$ cat src/pci_cs_pkg.sv
// constants for the pci command and status register pair
// assumes one 16-bit config access port, halfword aligned offsets
package pci_cs_pkg;
    // ------------------------------------------------------------
    // access port shape
    // ------------------------------------------------------------
    localparam int          REG_W           = 16;
    localparam int          OFF_W           = 8;
    localparam int          BE_W            = 2;
    localparam logic [1:0]  BE_FULL         = 2'h3;
    localparam logic [7:0]  OFF_BUS_CONTROL = 8'h04;
    localparam logic [7:0]  OFF_EVENT_FLAGS = 8'h06;

    // ------------------------------------------------------------
    // pci_bus_control fields
    // ------------------------------------------------------------
    localparam int CMD_IO_EN       = 0;
    localparam int CMD_MEM_EN      = 1;
    localparam int CMD_MASTER_EN   = 2;
    localparam int CMD_SPECIAL     = 3;
    localparam int CMD_MWI         = 4;
    localparam int CMD_PARITY_RESP = 6;
    localparam int CMD_SERR_EN     = 8;
    localparam int CMD_FAST_B2B    = 9;
    localparam logic [15:0] CMD_RESET    = 16'h0006;
    localparam logic [15:0] CMD_WRITABLE = 16'h0146;

    // ------------------------------------------------------------
    // pci_event_flags fields
    // ------------------------------------------------------------
    localparam int ST_MASTER_PARITY = 8;
    localparam int ST_FAST_B2B_CAP  = 7;
    localparam int ST_SIG_TABORT    = 11;
    localparam int ST_RCV_TABORT    = 12;
    localparam int ST_RCV_MABORT    = 13;
    localparam int ST_SIG_SERR      = 14;
    localparam int ST_PARITY_DET    = 15;
    localparam logic [15:0] ST_FIXED_ONES = 16'h0080;
    localparam logic [15:0] ST_STICKY     = 16'hf900;
    localparam logic [15:0] ST_RESET      = 16'h0000;
    localparam logic [15:0] ST_RESERVED   = 16'h007f;
    localparam logic [15:0] ST_DEVSEL     = 16'h0600;
endpackage

$ cat src/event_flags.sv
// sticky event flag bank, write-one-to-clear
// assumes set and clear come from logic on the same clock
`timescale 1ns/1ps
`default_nettype none
module event_flags #(
    parameter int              WIDTH   = 16,
    parameter logic [15:0]     RST_VAL = 16'h0000
) (
    input  wire logic             clk_sys_in, // system clock
    input  wire logic             srst_in,    // sync reset, high
    input  wire logic [WIDTH-1:0] set_in,     // event pulses
    input  wire logic [WIDTH-1:0] clear_in,   // clear mask
    output logic      [WIDTH-1:0] flags_out   // flag state
);
    typedef struct packed {
        logic [WIDTH-1:0] flags;
    } ef_state_t;

    ef_state_t st;
    ef_state_t next_st;

    always_comb
    begin
        next_st = st;
        // set wins so an event in the clearing cycle survives
        next_st.flags = (st.flags & ~clear_in) | set_in;
    end

    always_ff @(posedge clk_sys_in)
    begin
        if (srst_in)
            st.flags <= RST_VAL[WIDTH-1:0];
        else
            st <= next_st;
    end

    assign flags_out = st.flags;
endmodule // event_flags
`default_nettype wire

$ cat src/pci_access_gate.sv
// gates processor requests and target decode by the enable bits
// assumes hits and requests are one-cycle pulses on this clock
`timescale 1ns/1ps
`default_nettype none
module pci_access_gate (
    input  wire logic clk_sys_in,     // system clock
    input  wire logic srst_in,        // sync reset, high
    input  wire logic master_en_in,   // bus mastering allowed
    input  wire logic mem_en_in,      // memory target allowed
    input  wire logic err_rep_en_in,  // transfer error report enable
    input  wire logic cpu_req_in,     // processor request to pci
    input  wire logic cpu_write_in,   // request is a write
    input  wire logic tgt_mem_hit_in, // memory space address hit
    input  wire logic tgt_io_hit_in,  // io space address hit
    input  wire logic tgt_spec_in,    // special cycle seen
    output logic      cpu_fwd_out,    // pass request to master
    output logic      cpu_drop_out,   // write data discarded
    output logic      transfer_error_ack_out, // error acknowledge
    output logic      tgt_claim_out   // claim as target
);
    typedef struct packed {
        logic fwd;
        logic drop;
        logic err_ack;
        logic claim;
    } gate_state_t;

    gate_state_t st;
    gate_state_t next_st;
    logic        blocked;

    assign blocked = cpu_req_in & ~master_en_in;

    always_comb
    begin
        next_st       = st;
        next_st.fwd   = cpu_req_in & master_en_in;
        next_st.drop  = blocked & cpu_write_in;
        next_st.err_ack = blocked & ~cpu_write_in
                        & err_rep_en_in;
        // io and special cycles never reach the claim term
        next_st.claim = tgt_mem_hit_in & mem_en_in
                        & ~tgt_io_hit_in & ~tgt_spec_in;
    end

    // claim one edge after the hit keeps devsel fast
    always_ff @(posedge clk_sys_in)
    begin
        if (srst_in)
            st <= '0;
        else
            st <= next_st;
    end

    assign cpu_fwd_out   = st.fwd;
    assign cpu_drop_out  = st.drop;
    assign transfer_error_ack_out = st.err_ack;
    assign tgt_claim_out = st.claim;
endmodule // pci_access_gate
`default_nettype wire

$ cat src/pci_command_status_regs.sv
// pci command and status register pair of the host bridge
// assumes config accesses, error events and requests are
// single-cycle pulses from logic on clk_sys_in
`timescale 1ns/1ps
`default_nettype none
// Operation
// - reserved bits reset and read as zero
// - command bit 9 fixed zero
// - command bit 8 gates serr driver
// - address parity reported needs bits 8, 6
// - command bit 6 enables parity response
// - command bit 4 fixed zero
// - command bit 3 zero, ignore special cycles
// - command bit 2 enables mastering, resets one
// - blocked writes dropped, reads get error ack if report enabled
// - command bit 1 enables memory target
// - command bit 0 zero, never claim io
// - full-width status writes clear ones, never set
// - bit 15 on any parity error
// - bit 14 when serr is asserted
// - bit 13 on master abort, not special
// - bit 12 on received target abort
// - bit 11 on signalled target abort
// - bits 10-9 zero, fast devsel decode
// - bit 8 on master parity with response
// - status bit 7 fixed one
module pci_command_status_regs
(
    input  wire logic                       clk_sys_in,    // clock
    input  wire logic                       srst_in,       // reset
    input  wire logic                       cfg_valid_in,  // access
    input  wire logic                       cfg_write_in,  // write
    input  wire logic [pci_cs_pkg::OFF_W-1:0] cfg_offset_in, // offset
    input  wire logic [pci_cs_pkg::BE_W-1:0]  cfg_byte_en_in, // lanes
    input  wire logic [pci_cs_pkg::REG_W-1:0] cfg_wdata_in,  // data
    output logic                            cfg_ack_out,   // done
    output logic                            cfg_error_out, // refused
    output logic [pci_cs_pkg::REG_W-1:0]    cfg_rdata_out, // data
    input  wire logic                       parity_err_in, // data pe
    input  wire logic                       parity_master_in, // ours
    input  wire logic                       addr_parity_err_in, // ape
    input  wire logic                       serr_request_in, // err
    input  wire logic                       master_abort_in, // m-abt
    input  wire logic                       abort_special_in, // spc
    input  wire logic                       target_abort_rcvd_in, // t
    input  wire logic                       target_abort_sent_in, // t
    input  wire logic                       transfer_error_report_enable_in,
    input  wire logic                       cpu_req_in,    // to pci
    input  wire logic                       cpu_write_in,  // write
    input  wire logic                       tgt_mem_hit_in, // mem hit
    input  wire logic                       tgt_io_hit_in, // io hit
    input  wire logic                       tgt_special_in, // special
    output logic                            serr_oe_out,   // drive low
    output logic                            parity_action_out, // act
    output logic                            master_enable_out, // bit2
    output logic                            mem_enable_out, // bit 1
    output logic                            cpu_forward_out, // issue
    output logic                            cpu_discard_out, // dropped
    output logic                            transfer_error_ack_out,
    output logic                            tgt_claim_out  // claim
);
    import pci_cs_pkg::*;

    // ------------------------------------------------------------
    // state
    // ------------------------------------------------------------
    typedef struct packed {
        logic [REG_W-1:0] cmd;
        logic             ack;
        logic             err;
        logic [REG_W-1:0] rdata;
        logic             serr_oe;
        logic             parity_action;
    } cs_state_t;

    cs_state_t        st;
    cs_state_t        next_st;
    logic [REG_W-1:0] flags;
    logic [REG_W-1:0] status_word;
    logic [REG_W-1:0] set_vec;
    logic [REG_W-1:0] clr_vec;
    logic [REG_W-1:0] wmask;
    logic             ctrl_hit;
    logic             status_hit;
    logic             status_full;
    logic             cmd_wr;
    logic             serr_en;
    logic             parity_resp;
    logic             serr_fire;
    logic             mpe_set;

    // ------------------------------------------------------------
    // helpers
    // ------------------------------------------------------------
    function automatic logic [REG_W-1:0] lane_mask(
        input logic [BE_W-1:0] be
    );
        lane_mask = {{8{be[1]}}, {8{be[0]}}};
    endfunction

    function automatic logic [REG_W-1:0] reg_read(
        input logic [OFF_W-1:0] off,
        input logic [REG_W-1:0] cmd,
        input logic [REG_W-1:0] stat
    );
        reg_read = '0;
        if (off == OFF_BUS_CONTROL)
            reg_read = cmd & CMD_WRITABLE;
        else if (off == OFF_EVENT_FLAGS)
            reg_read = stat;
    endfunction

    // ------------------------------------------------------------
    // decode
    // ------------------------------------------------------------
    assign ctrl_hit    = cfg_offset_in == OFF_BUS_CONTROL;
    assign status_hit  = cfg_offset_in == OFF_EVENT_FLAGS;
    assign status_full = cfg_byte_en_in == BE_FULL;
    assign cmd_wr      = cfg_valid_in & cfg_write_in & ctrl_hit;
    // only the writable bits follow the data lanes
    assign wmask       = lane_mask(cfg_byte_en_in) & CMD_WRITABLE;
    assign serr_en     = st.cmd[CMD_SERR_EN];
    assign parity_resp = st.cmd[CMD_PARITY_RESP];
    assign serr_fire   = serr_en & (serr_request_in
                         | (addr_parity_err_in & parity_resp));
    assign mpe_set     = parity_err_in & parity_master_in
                         & parity_resp;

    // narrow status writes are refused, so they clear nothing
    assign clr_vec = (cfg_valid_in & cfg_write_in & status_hit
                      & status_full) ? (cfg_wdata_in & ST_STICKY)
                                     : '0;

    always_comb
    begin
        set_vec                   = '0;
        set_vec[ST_PARITY_DET]    = parity_err_in
                                    | addr_parity_err_in;
        set_vec[ST_SIG_SERR]      = st.serr_oe;
        set_vec[ST_RCV_MABORT]    = master_abort_in
                                    & ~abort_special_in;
        set_vec[ST_RCV_TABORT]    = target_abort_rcvd_in;
        set_vec[ST_SIG_TABORT]    = target_abort_sent_in;
        set_vec[ST_MASTER_PARITY] = mpe_set;
    end

    // ------------------------------------------------------------
    // status flags
    // ------------------------------------------------------------
    event_flags #(
        .WIDTH   (REG_W),
        .RST_VAL (ST_RESET)
    ) u_flags (
        .clk_sys_in (clk_sys_in),
        .srst_in    (srst_in),
        .set_in     (set_vec),
        .clear_in   (clr_vec),
        .flags_out  (flags)
    );

    // reserved and devsel bits are masked off the flags, bit 7 reads one
    assign status_word = (flags & ST_STICKY) | ST_FIXED_ONES;

    // ------------------------------------------------------------
    // access and control
    // ------------------------------------------------------------
    always_comb
    begin
        next_st               = st;
        next_st.ack           = cfg_valid_in;
        next_st.err           = 1'b0;
        next_st.rdata         = '0;
        next_st.serr_oe       = serr_fire;
        next_st.parity_action = parity_err_in & parity_resp;
        if (cfg_valid_in)
        begin
            if (status_hit && !status_full)
                next_st.err = 1'b1;
            else if (!cfg_write_in)
                next_st.rdata = reg_read(cfg_offset_in, st.cmd,
                                         status_word)
                                & lane_mask(cfg_byte_en_in);
        end
        if (cmd_wr)
            next_st.cmd = (st.cmd & ~wmask)
                          | (cfg_wdata_in & wmask);
    end

    always_ff @(posedge clk_sys_in)
    begin
        if (srst_in)
        begin
            st       <= '0;
            st.cmd   <= CMD_RESET;
        end
        else
            st <= next_st;
    end

    assign cfg_ack_out       = st.ack;
    assign cfg_error_out     = st.err;
    assign cfg_rdata_out     = st.rdata;
    assign serr_oe_out       = st.serr_oe;
    assign parity_action_out = st.parity_action;
    assign master_enable_out = st.cmd[CMD_MASTER_EN];
    assign mem_enable_out    = st.cmd[CMD_MEM_EN];

    // ------------------------------------------------------------
    // request gating
    // ------------------------------------------------------------
    pci_access_gate u_gate (
        .clk_sys_in     (clk_sys_in),
        .srst_in        (srst_in),
        .master_en_in   (st.cmd[CMD_MASTER_EN]),
        .mem_en_in      (st.cmd[CMD_MEM_EN]),
        .err_rep_en_in  (transfer_error_report_enable_in),
        .cpu_req_in     (cpu_req_in),
        .cpu_write_in   (cpu_write_in),
        .tgt_mem_hit_in (tgt_mem_hit_in),
        .tgt_io_hit_in  (tgt_io_hit_in),
        .tgt_spec_in    (tgt_special_in),
        .cpu_fwd_out    (cpu_forward_out),
        .cpu_drop_out   (cpu_discard_out),
        .transfer_error_ack_out (transfer_error_ack_out),
        .tgt_claim_out  (tgt_claim_out)
    );
endmodule // pci_command_status_regs
`default_nettype wire

$ cat config.mk
export PLATFORM = sky130hd
export DESIGN_NAME = pci_command_status_regs
export DESIGN_NICKNAME = d
export VERILOG_FILES = /design/src/pci_cs_pkg.sv /design/src/event_flags.sv /design/src/pci_access_gate.sv /design/src/pci_command_status_regs.sv
export SDC_FILE = /design/constraint.sdc
export NUM_CORES = 1
export LEC_CHECK = 0
export BUFFER_PORTS_ARGS = -buffer_cell sky130_fd_sc_hd__buf_4
export CAP_MARGIN = 20
export CORE_UTILIZATION = 44
export CTS_BUF_LIST = sky130_fd_sc_hd__clkbuf_4 sky130_fd_sc_hd__clkbuf_8
export CTS_CLUSTER_DIAMETER = 100
export DETAILED_ROUTE_END_ITERATION = 10
export GPL_TIMING_DRIVEN = 1
export PLACE_DENSITY = 0.9
export RECOVER_POWER = 100
export SLEW_MARGIN = 20
export SYNTH_ARGS = -nofsm -noshare
export SYNTH_HDL_FRONTEND = slang
export SYNTH_HIERARCHICAL = 1
export SYNTH_SLANG_ARGS = --single-unit
$ cat constraint.sdc
create_clock -name clk_sys_in -period 1.96 [get_ports clk_sys_in]
set_input_delay 0.49 -clock clk_sys_in [delete_from_list [all_inputs] [get_ports clk_sys_in]]
set_output_delay 0.49 -clock clk_sys_in [all_outputs]
set_load 0.005 [all_outputs]
==> run_results.csv <==
group,metric,value,unit
logic_synthesis,yosysWarningCount,6,
timing,slew_headroom,44.73,%
critical_path,critPathLaunchType,"input port",
cells_and_area,final_common_cell,"buf_4",
timing,fin_crit_sh,92.05,%
placed_design,dp_hpwl,1.955,mm
power,leakage,0.0007489,uW
timing,worst_hold_slack,302.8,ps
grt,grt_pass1_vias,931,
detailed_routing,vias_per_cell,4.845,
flow_run,maxCapViolations,0,
clock_tree,htreeDepth,1,
detailed_routing,antenna_left,0,
grt,grt_pass1_wl,3.822,mm
critical_path,critPathLaunch,"cfg_offset_in[5]",
floorplan,io_pins,70,
grt,grt_max_degree,20,
floorplan,num_rows,18,
critical_path,crit_path_end_kind,"flip-flop",
worst_hold_path,hp-start,"tgt_special_in",
cells_and_area,layout-drive-gt1-share,40.68,%
power,max-vdd-ir-drop,0.0003987,V
power,p_per_area,591.4,nW/um^2
timing,report.final.slew_viol_count,0,
grt,antenna_found_initial,0,
cells_and_area,multi_input_area,538.0,um^2
floorplan,initial_core_util,47.64,%
clock_tree,clock-root-buffer,"clkbuf_4",
cells_and_area,area.growth.synth_to_final,34.47,%
detailed_routing,via_count,1003,
clock_tree,cts_tree,"built",
critical_path,crit_type,"in -> reg",
status,status,"completed",
detailed_routing,drc,0,
clock_tree,hold_buffers,0,
grt,overflow,0,
worst_hold_path,hold_path_class,"in -> reg",
critical_path,critPathArrivalTime,2080,ps
cells_and_area,antennaDiodeCount,0,
clock_tree,cts_resized,0,
clock_tree,numClockSinks,28,
timing,hold_viol_final,0,
timing,tightestPinTransition,829.0,ps
floorplan,die-area,2969,um^2
clock_tree,clkSlewWorstSetupHoldPaths,140,ps
critical_path,crit_fanout,8,
clock_tree,clock_path_buffers,2,
placed_design,place.gp.congestion,0.8103,
detailed_routing,wirelength,2.498,mm
timing,max_freq,554.3,MHz
cells_and_area,num-fill-cells,191,
cells_and_area,nNetsFinal,222,
clock_tree,cts_buffers,3,
detailed_routing,wl_per_cell,12.07,um
floorplan,die_h,54.49,um
floorplan,core,2545,um^2
cells_and_area,utilization,64.06,%
clock_tree,clk_latency,320,ps
detailed_routing,drtIter0Drc,3,
cells_and_area,layout_common_cells,"buf_4, dfxtp_1, clkbuf_4",
logic_synthesis,syn_area,1212,um^2
timing,finalCriticalPeriod,1804,ps
timing,grt_setup_unrepaired,"false",
timing,skew,2.075,ps
detailed_routing,drt_first_pass_iters,3,
cells_and_area,regArea,560.5,um^2
logic_synthesis,synth.avg_cell_area,10.19,um^2
logic_synthesis,netlist_instances,119,
clock_tree,cts_setup_buffers,0,
critical_path,critical_path_required,2240,ps
floorplan,dieWidth,54.49,um
placed_design,io_buffer_count,56,
grt,grtUsageTotal,18.48,%
timing,finalSetupViolations,0,
[power breakdown]
part,internal [uW],switching (uW)
Sequential,578,3.46
Combinational,64.7,45.2
Clock,114,159
[final cells by class]
type	instances	area share, %
well taps	30	2.302
clock buffers	4	2.226
multi-input cells	77	33.00
flip-flops and latches	28	34.38
inverters	9	2.072
repair buffers	59	26.02
[critical path, cell delays in order]
cell      delay (ps)
clkbuf_4         110
or4_4            550
clkbuf_1         270
nor4b_4          450
and2_2           210
[path summary, 6_finish.rpt]
kind,depth (start not counted),slack (ps),endpoint
max,5,160,cfg_rdata_out[12]
min,2,300,u_gate/tgt_claim_out
max reg2reg,3,1140,u_flags/flags_out[8]
min reg2reg,2,470,u_flags/flags_out[14]
[routing by layer]
layer  track usage, %  share of wire (%)  up-vias  routed length, um
met5                0                  0        -                  0
met4            10.68                1.8        0                 44
met3            2.500                5.3        4                132
met2            34.55                 52       34               1295
met1            19.43                 41      468               1026
li1                 -                  -      497                  -
[metrics by stage]
stage / power, uW / setup TNS (ps) / setup slack [ps] / cell area (um^2) / instances
floorplan: 648.3 / 0 / 73.44 / 1231 / 124
global placement: 701.3 / -326.1 / -52.89 / 1620 / 203
detailed placement: 706.5 / -490.4 / -62.77 / 1620 / 203
CTS: 975.4 / 0 / 259.0 / 1657 / 207
global route: 1006 / 0 / 104.0 / 1630 / 207
finish: 964.2 / 0 / 155.9 / 1630 / 207
Note: power is estimated with default switching activity, not from simulation.
